`src/inc/vps_pkg.sv`:
```
`default_nettype none

package vps_pkg;

    localparam int          VPS_AW              = 8;
    localparam int          VPS_DW              = 32;
    localparam int          VPS_VW              = 16;

    // register byte offsets
    localparam logic [7:0]  VPS_REG_CTRL        = 8'h00;
    localparam logic [7:0]  VPS_REG_OV_CFG      = 8'h04;
    localparam logic [7:0]  VPS_REG_UV_CFG      = 8'h08;
    localparam logic [7:0]  VPS_REG_ROV_CFG     = 8'h0C;
    localparam logic [7:0]  VPS_REG_OV_DELAY    = 8'h10;
    localparam logic [7:0]  VPS_REG_UV_DELAY    = 8'h14;
    localparam logic [7:0]  VPS_REG_ROV_DELAY   = 8'h18;
    localparam logic [7:0]  VPS_REG_STATUS      = 8'h1C;

    // control field positions
    localparam int          VPS_CTRL_OV_ON      = 0;
    localparam int          VPS_CTRL_ROV_ON     = 1;
    localparam int          VPS_CTRL_UV_MODE    = 2;
    localparam int          VPS_CTRL_OV_SO      = 4;
    localparam int          VPS_CTRL_UV_SO      = 5;
    localparam int          VPS_CTRL_ROV_SO     = 6;

    // stage config field positions
    localparam int          VPS_CFG_PICK        = 0;
    localparam int          VPS_CFG_RR          = 8;
    localparam int          VPS_CFG_BLK         = 16;

    // values after reset, percent of nominal or ms
    localparam logic [7:0]  VPS_OV_PICK_RST     = 8'h3F;
    localparam logic [7:0]  VPS_UV_PICK_RST     = 8'h5A;
    localparam logic [7:0]  VPS_ROV_PICK_RST    = 8'h1E;
    localparam logic [3:0]  VPS_RR_RST          = 4'h5;
    localparam logic [4:0]  VPS_UV_BLK_RST      = 5'h0A;
    localparam logic [15:0] VPS_DELAY_RST       = 16'h0064;

    // voltages arrive in hundredths of a percent of nominal
    localparam logic [7:0]  VPS_PCT_UNIT        = 8'h64;

    typedef enum logic [1:0] {
        VPS_UV_OFF  = 2'h0,
        VPS_UV_1OF3 = 2'h1,
        VPS_UV_2OF3 = 2'h2,
        VPS_UV_ALL  = 2'h3
    } vps_uv_mode_e;

    // millisecond tick
    localparam int          VPS_CLK_PERIOD_NS   = 20;
    localparam int          VPS_TICK_PERIOD_US  = 1000;
    localparam int          VPS_TICK_CYCLES     = VPS_TICK_PERIOD_US * 1000 / VPS_CLK_PERIOD_NS;

endpackage

`default_nettype wire

```
`src/core/vps_tick.sv`:
```
`timescale 1ns/1ps
`default_nettype none

module vps_tick
    import vps_pkg::*;
#(
    parameter int TICK_CYCLES = VPS_TICK_CYCLES
) (
    input  wire logic clk,
    input  wire logic rstn,
    output logic      tick
);

    typedef struct packed {
        logic [15:0] cnt;
        logic        tick;
    } vps_tick_s;

    localparam logic [15:0] LAST = 16'(TICK_CYCLES - 1);

    vps_tick_s s_r;
    vps_tick_s s_nxt;

    always_comb begin
        s_nxt = s_r;
        s_nxt.tick = 1'b0;
        if (s_r.cnt >= LAST) begin
            s_nxt.cnt  = 16'h0000;
            s_nxt.tick = 1'b1;
        end else begin
            s_nxt.cnt = s_r.cnt + 16'h0001;
        end
    end

    always_ff @(posedge clk or negedge rstn) begin
        if (!rstn) begin
            s_r <= '0;
        end else begin
            s_r <= s_nxt;
        end
    end

    assign tick = s_r.tick;
endmodule

`default_nettype wire

```
`src/core/vps_delay.sv`:
```
`timescale 1ns/1ps
`default_nettype none

module vps_delay
    import vps_pkg::*;
(
    input  wire logic        clk,
    input  wire logic        rstn,
    input  wire logic        tick,
    input  wire logic        start,
    input  wire logic        start_only,
    input  wire logic [15:0] delay,
    output logic             trip
);

    typedef struct packed {
        logic [15:0] cnt;
        logic        trip;
    } vps_delay_s;

    vps_delay_s s_r;
    vps_delay_s s_nxt;

    always_comb begin
        s_nxt = s_r;
        if (!start) begin
            s_nxt.cnt  = 16'h0000;
            s_nxt.trip = 1'b0;
        end else begin
            // start only still counts, so clearing it late trips at once
            s_nxt.trip = !start_only && (s_r.cnt >= delay);
            if (tick && (s_r.cnt < delay)) begin
                s_nxt.cnt = s_r.cnt + 16'h0001;
            end
        end
    end

    always_ff @(posedge clk or negedge rstn) begin
        if (!rstn) begin
            s_r <= '0;
        end else begin
            s_r <= s_nxt;
        end
    end

    assign trip = s_r.trip;
endmodule

`default_nettype wire

```
`src/core/vps_top.sv`:
```
// Design decisions made here: strobed register access and the register offsets.
`timescale 1ns/1ps
`default_nettype none

module vps_top
    import vps_pkg::*;
#(
    parameter int TICK_CYCLES = VPS_TICK_CYCLES
) (
    input  wire logic              clk,
    input  wire logic              rstn,
    input  wire logic [VPS_AW-1:0] reg_addr,
    input  wire logic [VPS_DW-1:0] reg_wdata,
    input  wire logic              reg_wr,
    input  wire logic              reg_rd,
    output logic      [VPS_DW-1:0] reg_rdata,
    input  wire logic [VPS_VW-1:0] phase_voltage_a,
    input  wire logic [VPS_VW-1:0] phase_voltage_b,
    input  wire logic [VPS_VW-1:0] phase_voltage_c,
    input  wire logic [VPS_VW-1:0] residual_voltage_magnitude,
    output logic      [2:0]        ov_start,
    output logic                   ov_start_any,
    output logic                   ov_trip,
    output logic      [2:0]        uv_start,
    output logic                   uv_start_any,
    output logic                   uv_trip,
    output logic                   res_ov_start,
    output logic                   res_ov_trip
);

    typedef struct packed {
        logic         ov_on;
        logic         rov_on;
        vps_uv_mode_e uv_mode;
        logic         ov_so;
        logic         uv_so;
        logic         rov_so;
        logic [7:0]   ov_pick;
        logic [7:0]   uv_pick;
        logic [7:0]   rov_pick;
        logic [3:0]   ov_rr;
        logic [3:0]   uv_rr;
        logic [3:0]   rov_rr;
        logic [4:0]   uv_blk;
        logic [15:0]  ov_dly;
        logic [15:0]  uv_dly;
        logic [15:0]  rov_dly;
        logic [2:0]   ov_st;
        logic [2:0]   uv_st;
        logic         ov_any;
        logic         uv_any;
        logic         rov_st;
        logic [31:0]  rdata;
    } vps_top_s;

    localparam vps_top_s RST = '{
        ov_on:    1'b1,
        rov_on:   1'b1,
        uv_mode:  VPS_UV_1OF3,
        ov_so:    1'b0,
        uv_so:    1'b0,
        rov_so:   1'b0,
        ov_pick:  VPS_OV_PICK_RST,
        uv_pick:  VPS_UV_PICK_RST,
        rov_pick: VPS_ROV_PICK_RST,
        ov_rr:    VPS_RR_RST,
        uv_rr:    VPS_RR_RST,
        rov_rr:   VPS_RR_RST,
        uv_blk:   VPS_UV_BLK_RST,
        ov_dly:   VPS_DELAY_RST,
        uv_dly:   VPS_DELAY_RST,
        rov_dly:  VPS_DELAY_RST,
        ov_st:    3'h0,
        uv_st:    3'h0,
        ov_any:   1'b0,
        uv_any:   1'b0,
        rov_st:   1'b0,
        rdata:    32'h0000_0000
    };

    vps_top_s               s_r;
    vps_top_s               s_nxt;
    logic [2:0][VPS_VW-1:0] v_ph;
    logic [2:0]             trip_vec;
    logic [2:0]             arm_vec;
    logic [2:0]             so_vec;
    logic [2:0][15:0]       dly_vec;
    logic                   tick;
    logic [15:0]            thr_ov_on;
    logic [15:0]            thr_ov_off;
    logic [15:0]            thr_uv_on;
    logic [15:0]            thr_uv_off;
    logic [15:0]            thr_uv_blk;
    logic [15:0]            thr_rov_on;
    logic [15:0]            thr_rov_off;

    // percent setting times a percent factor gives hundredths of a percent
    function automatic logic [15:0] vps_scale(input logic [7:0] pick, input logic [7:0] pct);
        vps_scale = {8'h00, pick} * {8'h00, pct};
    endfunction

    function automatic logic [1:0] vps_count3(input logic [2:0] bits);
        vps_count3 = {1'b0, bits[0]} + {1'b0, bits[1]} + {1'b0, bits[2]};
    endfunction

    assign v_ph = {phase_voltage_c, phase_voltage_b, phase_voltage_a};

    // thresholds only depend on settings; no divider needed
    assign thr_ov_on   = vps_scale(s_r.ov_pick, VPS_PCT_UNIT);
    assign thr_ov_off  = vps_scale(s_r.ov_pick, VPS_PCT_UNIT - {4'h0, s_r.ov_rr});
    assign thr_uv_on   = vps_scale(s_r.uv_pick, VPS_PCT_UNIT);
    assign thr_uv_off  = vps_scale(s_r.uv_pick, VPS_PCT_UNIT + {4'h0, s_r.uv_rr});
    assign thr_uv_blk  = vps_scale({3'h0, s_r.uv_blk}, VPS_PCT_UNIT);
    assign thr_rov_on  = vps_scale(s_r.rov_pick, VPS_PCT_UNIT);
    assign thr_rov_off = vps_scale(s_r.rov_pick, VPS_PCT_UNIT - {4'h0, s_r.rov_rr});

    always_comb begin
        s_nxt = s_r;
        s_nxt.rdata = 32'h0000_0000;

        if (reg_wr) begin
            case (reg_addr)
                VPS_REG_CTRL: begin
                    s_nxt.ov_on   = reg_wdata[VPS_CTRL_OV_ON];
                    s_nxt.rov_on  = reg_wdata[VPS_CTRL_ROV_ON];
                    s_nxt.uv_mode = vps_uv_mode_e'(reg_wdata[VPS_CTRL_UV_MODE +: 2]);
                    s_nxt.ov_so   = reg_wdata[VPS_CTRL_OV_SO];
                    s_nxt.uv_so   = reg_wdata[VPS_CTRL_UV_SO];
                    s_nxt.rov_so  = reg_wdata[VPS_CTRL_ROV_SO];
                end
                VPS_REG_OV_CFG: begin
                    s_nxt.ov_pick = reg_wdata[VPS_CFG_PICK +: 8];
                    s_nxt.ov_rr   = reg_wdata[VPS_CFG_RR +: 4];
                end
                VPS_REG_UV_CFG: begin
                    s_nxt.uv_pick = reg_wdata[VPS_CFG_PICK +: 8];
                    s_nxt.uv_rr   = reg_wdata[VPS_CFG_RR +: 4];
                    s_nxt.uv_blk  = reg_wdata[VPS_CFG_BLK +: 5];
                end
                VPS_REG_ROV_CFG: begin
                    s_nxt.rov_pick = reg_wdata[VPS_CFG_PICK +: 8];
                    s_nxt.rov_rr   = reg_wdata[VPS_CFG_RR +: 4];
                end
                VPS_REG_OV_DELAY: begin
                    s_nxt.ov_dly = reg_wdata[15:0];
                end
                VPS_REG_UV_DELAY: begin
                    s_nxt.uv_dly = reg_wdata[15:0];
                end
                VPS_REG_ROV_DELAY: begin
                    s_nxt.rov_dly = reg_wdata[15:0];
                end
                default: begin
                end
            endcase
        end

        if (reg_rd) begin
            case (reg_addr)
                VPS_REG_CTRL: begin
                    s_nxt.rdata = {25'h0, s_r.rov_so, s_r.uv_so, s_r.ov_so, s_r.uv_mode, s_r.rov_on, s_r.ov_on};
                end
                VPS_REG_OV_CFG: begin
                    s_nxt.rdata = {20'h0, s_r.ov_rr, s_r.ov_pick};
                end
                VPS_REG_UV_CFG: begin
                    s_nxt.rdata = {11'h0, s_r.uv_blk, 4'h0, s_r.uv_rr, s_r.uv_pick};
                end
                VPS_REG_ROV_CFG: begin
                    s_nxt.rdata = {20'h0, s_r.rov_rr, s_r.rov_pick};
                end
                VPS_REG_OV_DELAY: begin
                    s_nxt.rdata = {16'h0, s_r.ov_dly};
                end
                VPS_REG_UV_DELAY: begin
                    s_nxt.rdata = {16'h0, s_r.uv_dly};
                end
                VPS_REG_ROV_DELAY: begin
                    s_nxt.rdata = {16'h0, s_r.rov_dly};
                end
                VPS_REG_STATUS: begin
                    s_nxt.rdata = {20'h0, trip_vec[2], s_r.rov_st, trip_vec[1], s_r.uv_any, s_r.uv_st,
                                   trip_vec[0], s_r.ov_any, s_r.ov_st};
                end
                default: begin
                    s_nxt.rdata = 32'h0000_0000;
                end
            endcase
        end

        for (int i = 0; i < 3; i++) begin
            // hysteresis keeps a start alive until the reset margin is crossed
            if (!s_r.ov_on) begin
                s_nxt.ov_st[i] = 1'b0;
            end else if (s_r.ov_st[i]) begin
                s_nxt.ov_st[i] = v_ph[i] >= thr_ov_off;
            end else begin
                s_nxt.ov_st[i] = v_ph[i] > thr_ov_on;
            end

            if ((s_r.uv_mode == VPS_UV_OFF) || (v_ph[i] <= thr_uv_blk)) begin
                s_nxt.uv_st[i] = 1'b0;
            end else if (s_r.uv_st[i]) begin
                s_nxt.uv_st[i] = v_ph[i] <= thr_uv_off;
            end else begin
                s_nxt.uv_st[i] = v_ph[i] < thr_uv_on;
            end
        end

        s_nxt.ov_any = |s_nxt.ov_st;

        case (s_r.uv_mode)
            VPS_UV_1OF3: begin
                s_nxt.uv_any = vps_count3(s_nxt.uv_st) >= 2'h1;
            end
            VPS_UV_2OF3: begin
                s_nxt.uv_any = vps_count3(s_nxt.uv_st) >= 2'h2;
            end
            VPS_UV_ALL: begin
                s_nxt.uv_any = vps_count3(s_nxt.uv_st) == 2'h3;
            end
            default: begin
                s_nxt.uv_any = 1'b0;
            end
        endcase

        // residual input is already the fundamental RMS of three times zero sequence
        if (!s_r.rov_on) begin
            s_nxt.rov_st = 1'b0;
        end else if (s_r.rov_st) begin
            s_nxt.rov_st = residual_voltage_magnitude >= thr_rov_off;
        end else begin
            s_nxt.rov_st = residual_voltage_magnitude > thr_rov_on;
        end
    end

    always_ff @(posedge clk or negedge rstn) begin
        if (!rstn) begin
            s_r <= RST;
        end else begin
            s_r <= s_nxt;
        end
    end

    vps_tick #(
        .TICK_CYCLES (TICK_CYCLES)
    ) u_tick (
        .clk  (clk),
        .rstn (rstn),
        .tick (tick)
    );

    assign arm_vec = {s_r.rov_st, s_r.uv_any, s_r.ov_any};
    assign so_vec  = {s_r.rov_so, s_r.uv_so, s_r.ov_so};
    assign dly_vec = {s_r.rov_dly, s_r.uv_dly, s_r.ov_dly};

    // one definite-time timer per stage, shared ms tick
    for (genvar g = 0; g < 3; g++) begin : g_stage
        vps_delay u_delay (
            .clk        (clk),
            .rstn       (rstn),
            .tick       (tick),
            .start      (arm_vec[g]),
            .start_only (so_vec[g]),
            .delay      (dly_vec[g]),
            .trip       (trip_vec[g])
        );
    end

    assign reg_rdata    = s_r.rdata;
    assign ov_start     = s_r.ov_st;
    assign ov_start_any = s_r.ov_any;
    assign ov_trip      = trip_vec[0];
    assign uv_start     = s_r.uv_st;
    assign uv_start_any = s_r.uv_any;
    assign uv_trip      = trip_vec[1];
    assign res_ov_start = s_r.rov_st;
    assign res_ov_trip  = trip_vec[2];
endmodule

`default_nettype wire

```
`config.mk`:
```
export PLATFORM = sky130hd
export DESIGN_NAME = vps_top
export DESIGN_NICKNAME = d
export VERILOG_FILES = /design/src/inc/vps_pkg.sv /design/src/core/vps_tick.sv /design/src/core/vps_delay.sv /design/src/core/vps_top.sv
export SDC_FILE = /design/constraint.sdc
export NUM_CORES = 1
export LEC_CHECK = 0
export ABC_CLOCK_PERIOD_IN_PS = 8100
export BUFFER_PORTS_ARGS = -buffer_cell sky130_fd_sc_hd__buf_2
export CELL_PAD_IN_SITES_DETAIL_PLACEMENT = 0
export CELL_PAD_IN_SITES_GLOBAL_PLACEMENT = 1
export CORE_MARGIN = 2
export CORE_UTILIZATION = 50
export DETAILED_ROUTE_END_ITERATION = 10
export GPL_TIMING_DRIVEN = 0
export PLACE_DENSITY = 0.94
export SLEW_MARGIN = 20
export SYNTH_ARGS = -nofsm -noshare
export SYNTH_HDL_FRONTEND = slang
export SYNTH_HIERARCHICAL = 1
export SYNTH_SLANG_ARGS = --single-unit
```
`constraint.sdc`:
```
create_clock -name clk -period 8.1 [get_ports clk]
set_input_delay 1.62 -clock clk [delete_from_list [all_inputs] [get_ports clk]]
set_output_delay 1.62 -clock clk [all_outputs]
set_load 0.005 [all_outputs]
```
Yosys cells after proc, flatten, opt, wreduce, memory -nomap -nowiden
Index checks and enable logic that the tools add are counted.

operators by class
  mux-type cells = 25
  equality and inequality tests = 14
  $mul = 7
  reduce and logical (&&, ||, !) cells = 22
  $lt $le $gt $ge = 26
  $add $sub $neg = 9

operators by type and width
  cell                                                  number
  case mux 21 bit (8 select lines)                      1
  >= comparator 16 bit                                  7
  adder 16 x 1 -> 16 bit (second input constant)        4
  > comparator 16 x 15 -> 1 bit                         4
  two-way mux 16 bit                                    4
  two-way mux 17 bit                                    3
  less-or-equal comparator 16 x 12 -> 1 bit             3
  less-or-equal comparator 16 bit                       3
  less-than comparator 16 x 15 -> 1 bit                 3
  less-than comparator 16 bit                           3
  multiplier 8 x 8 -> 16 bit                            3
  multiplier 8 x 5 -> 13 bit (second input constant)    3
  equality test 8 x 5 -> 1 bit (second input constant)  4
  two-way mux 21 bit                                    1
  equality test 8 x 4 -> 1 bit (second input constant)  2
  >= comparator 16 bit (second input constant)          1
  subtractor 7 x 4 -> 8 bit (first input constant)      2
  two-way mux 1 bit                                     15
  AND reduction 2 bit                                   7
  multiplier 5 x 5 -> 10 bit (second input constant)    1
  adder 7 x 4 -> 8 bit (first input constant)           1
  equality test 8 x 3 -> 1 bit (second input constant)  1
  zero test 8 bit                                       1
  equality test 2 bit (second input constant)           3
  other kinds (12)                                      23

storage, ports and cells
  output and inout bits = 44
  flip-flop bits (word level) = 205
  word-level logic and storage cells = 133

Depth between registers and ports, before layout
  depth after elaboration = 9
  mapped depth = 32

Cells and area by module
The synthesis kept the hierarchy.

by module, submodules not included
  module     area an instance (um^2)  instances  seq. area each (um^2)  cells each
  vps_top    18127.4                  1          3195.6                 1859
  vps_delay  1529.0                   3          425.4                  172
  vps_tick   813.3                    1          425.4                  80

Least setup slack after synthesis
No wires, ideal clock.

  path type = flip-flop to flip-flop
  start = reg s_r[100] (netlist bit)
  end = reg s_r, in the netlist uv_start_any
  path slack = 0.765 ns
  library setup time = 0.104 ns
  data arrival time = 7.231 ns
  stages on the path, launching flop included = 28
  required time = 7.996 ns
  cells stage by stage = dfstp_2 ha_1 and2_1 fa_1 inv_1 fa_1 fa_1 fa_1 inv_1 ha_1 and3_4 a2111oi_4 o21bai_1 a21oi_1 xor2_1 ha_1 a21oi_1 nand2_1 a21oi_1 a31oi_1 maj3_2 maj3_2 maj3_2 o21ai_2 o311ai_0 fa_1 a21o_1 a221oi_1

RTL lines
  element                 line            RTL
  start, declared         vps_top.sv:81   vps_top_s s_r;
  start signal, assigned  vps_top.sv:241  s_r <= s_nxt;

==> results by group <==
GRT
  – Initial antenna violation count: 4
  – Vias in the first global route: 19900
  – Total grt overflow: 0
  – Largest net degree at the start of global routing: 97
  – Total GRT Usage: 27.5%
  – First-pass GRT wire length: 107000 microns

Synth
  – Yosys reg bits: 194
  – Mean area per synthesized cell: 9.58 sq um
  – Sequential area share after synthesis: 20.8%
  – Post-synth top area share: 26.1%
  – Mapped Cells: 2455
  – Synth Flop Type: dfrtp_1
  – Synth unique cells: 81
  – Number of flops mapped to enable cells by yosys: 0
  – Synth Cell Area: 0.0235 sq mm
  – Count leader, synth: ha_1
  – Top cells by area, synth: ha_1, dfrtp_1, fa_1
  – Synth area leader: ha_1
  – Ys Warns: 6
  – Fraction of registers with async set/reset: 100%
  – Top post-synthesis cells by count: ha_1, inv_1, dfrtp_1, nand2_1, a21oi_1

STA
  – Clock skew: 0.0140 ns
  – Final setup fails: 0
  – Achievable Freq: 128 MHz
  – Slew Viols, Final: 0
  – Final hold viol count: 0
  – Rel. slew slack: 45.5%
  – Setup WS post-layout: 0.289 ns
  – Fin crit share: 96.4%
  – Min Tclk post-route: 7.81 ns
  – Final setup TNS: 0 ns
  – Slew @ Worst Pin: 0.810 ns

Critical path
  – Crit-path max cell delay: 0.54 ns
  – Most used cell, CP: fa_1
  – FF-to-FF End: uv_start_any
  – Critical path data arrival time: 8.17 ns
  – Reg2Reg Launch Point: s_r[100]
  – Flop-to-flop setup slack: 0.29 ns
  – CP startpoint kind: register
  – WP data required: 8.46 ns
  – Setup CP Type: reg -> reg
  – Critical path endpoint category: register
  – Crit-path max FO: 8
  – Worst reg2reg path depth: 28
  – Slowest CP cell: dfstp_2

Pwr
  – Power per Cell Area: 110 mW/mm^2
  – Leakage power: 12.8 nW
  – Total power: 0.00284 W
  – Maximum VDD drop: 0.120 mV

Die
  – Die ar.: 0.0488 sq mm
  – Die Span Y: 221 microns
  – IO Count: 152
  – Die W: 221 microns
  – Initial core utilization: 50.6%
  – # rows: 79
  – CORE AREA: 0.0465 sq mm

Placed design
  – GP Congestion: 0.951
  – Pre-CTS WS: -0.372 ns
  – Placed Cells: 3200
  – DP HPWL: 53900 microns
  – Port buffer count: 126

Clock tree
  – Clock sinks: 194
  – CTS tree: yes
  – CTS max path bufs: 2
  – Post-CTS Hold Buffers: 0
  – CTS Root Cell: clkbuf_16
  – Number of CTS-inserted buffers: 17
  – Latest clock arrival within the worst-skew pair: 0.47 ns
  – Reg clk slew, reported paths: 0.08 ns
  – H-tree depth: 4

Hold path
  – Hold EP: g_stage[0].u_delay/trip
  – HP Class: reg -> reg
  – Hold path start: s_r[132]
  – Hold Path Depth: 1

Routing
  – 1st-iter DRT viols: 1319
  – First drt pass iteration count: 5
  – Antenna-violating nets left: 0
  – Vias/cell: 5.94
  – Via count: 19200
  – Avg WL per Cell: 20.5 microns
  – Routed wire length: 66400 microns
  – DRC: 0

Layout
  – Fin cells: 3237
  – Area grow syn2layout: 9.52%
  – Total Nets Final: 3313
  – Filler cells: 4140
  – Layout cells sized above 1: 14.5%
  – Final core occ: 55.5%

Run
  – Number of max-cap violations: 0

Run status
  – Status: completed
## critical path, delay by kind of cell (launching register included)
| kind | cells | cell delay [ns] |
|---|---|---|
| flops | 1 | 0.54 |
| buf+inv | 3 | 0.25 |
| xor+xnor | 1 | 0.14 |
| compound gates | 10 | 2.02 |
| fa+ha+maj | 11 | 4.30 |
| simple gates | 3 | 0.47 |
## cells in the final DEF (no fill, tap or decap), types with 9 or more instances in the layout
cell type	n
xor2_1	36
and3_1	24
nand2b_1	64
a211oi_1	15
o21a_1	29
nand3_1	43
a22oi_1	24
nand2_1	145
mux2i_1	42
dfrtp_1	160
buf_2	126
and2_1	77
a31oi_1	19
clkbuf_1	29
a21o_1	65
nor2_1	91
inv_1	314
nor4_1	14
dfstp_2	34
nor3_1	11
fa_1	99
xnor2_1	37
nor2b_1	33
a222oi_1	9
conb_1	11
nor4_2	21
a21oi_1	100
buf_4	45
mux2_2	58
mux2_1	38
clkbuf_16	17
maj3_2	9
nand4_1	64
ha_1	487
o21ai_0	52
o21bai_1	11
## cell families (layout without fill, tap and decap cells)
group | Yosys count | count (layout) | synth area share, %
simple gates | 622 | 622 | 14.8
mux | 138 | 138 | 6.38
fa+ha+maj | 599 | 599 | 35.0
buf+inv | 395 | 558 | 7.18
compound gates | 430 | 430 | 13.0
xor+xnor | 76 | 76 | 2.83
other cells | 1 | 13 | 0.0159
flops | 194 | 194 | 20.8
## per-stage QoR
stage	hold WS, ns	instance area [sq um]
floorplan	0.422	23600
global placement	0.470	25000
detailed placement	0.473	25000
CTS	0.489	25700
global route	0.504	25800
finish	0.496	25800
## sequential cells by signal, indices dropped and copies added, names as in the netlist, 3 cells and up
register and count:
dly_vec 48, g_stage.u_delay/s_r 48, g_stage.u_delay/trip 3, ov_start 3
reg_rdata 21, s_r 48, u_tick/s_r 16, uv_start 3
## worst max path at each step
| stage | startpoint | to | slack, ns | cells past startpoint |
|---|---|---|---|---|
| after global placement | s_r[100] | uv_start_any | -0.30 | 27 |
| after global routing | s_r[100] | uv_start_any | -0.006 | 28 |
| after detailed placement | s_r[100] | uv_start_any | -0.37 | 27 |
| after CTS | s_r[102] | ov_start_any | 0.006 | 30 |
| after floorplan | s_r[100] | uv_start_any | 0.76 | 27 |
| final | s_r[100] | uv_start_any | 0.29 | 28 |
## routing by layer
layer  routed length (microns)  track usage [%]
met2                     31400             46.2
met5                        41                0
met3                      4240             5.06
met4                      2610             11.0
met1                     28100             35.0
## report_power, final
group / internal (W) / switching (W) / total, W / leakage, nW
registers: 0.00100 / 0.0000558 / 0.00106 / 2.56
clock network: 0.000446 / 0.000454 / 0.000900 / 0.296
logic: 0.000355 / 0.000527 / 0.000882 / 9.94
## what timing repair did
action	in CTS	in global routing
endpoints found under the setup margin	1	3
pin swaps	3	3
resized for setup	7	13
buffers inserted	2	2
## layout make-up
class | count | area, sq um | area share, %
antenna | 2 | 5.00 | 0.0194
tap | 607 | 759 | 2.95
sequential | 194 | 4900 | 19.0
clock inverter | 15 | 185 | 0.719
clock buffer | 17 | 425 | 1.65
multi-input combinational | 1876 | 17100 | 66.3
buffer | 80 | 509 | 1.98
inverter | 314 | 1180 | 4.57
timing repair buffer | 132 | 726 | 2.82
Note: power is estimated with default switching activity, not from simulation.
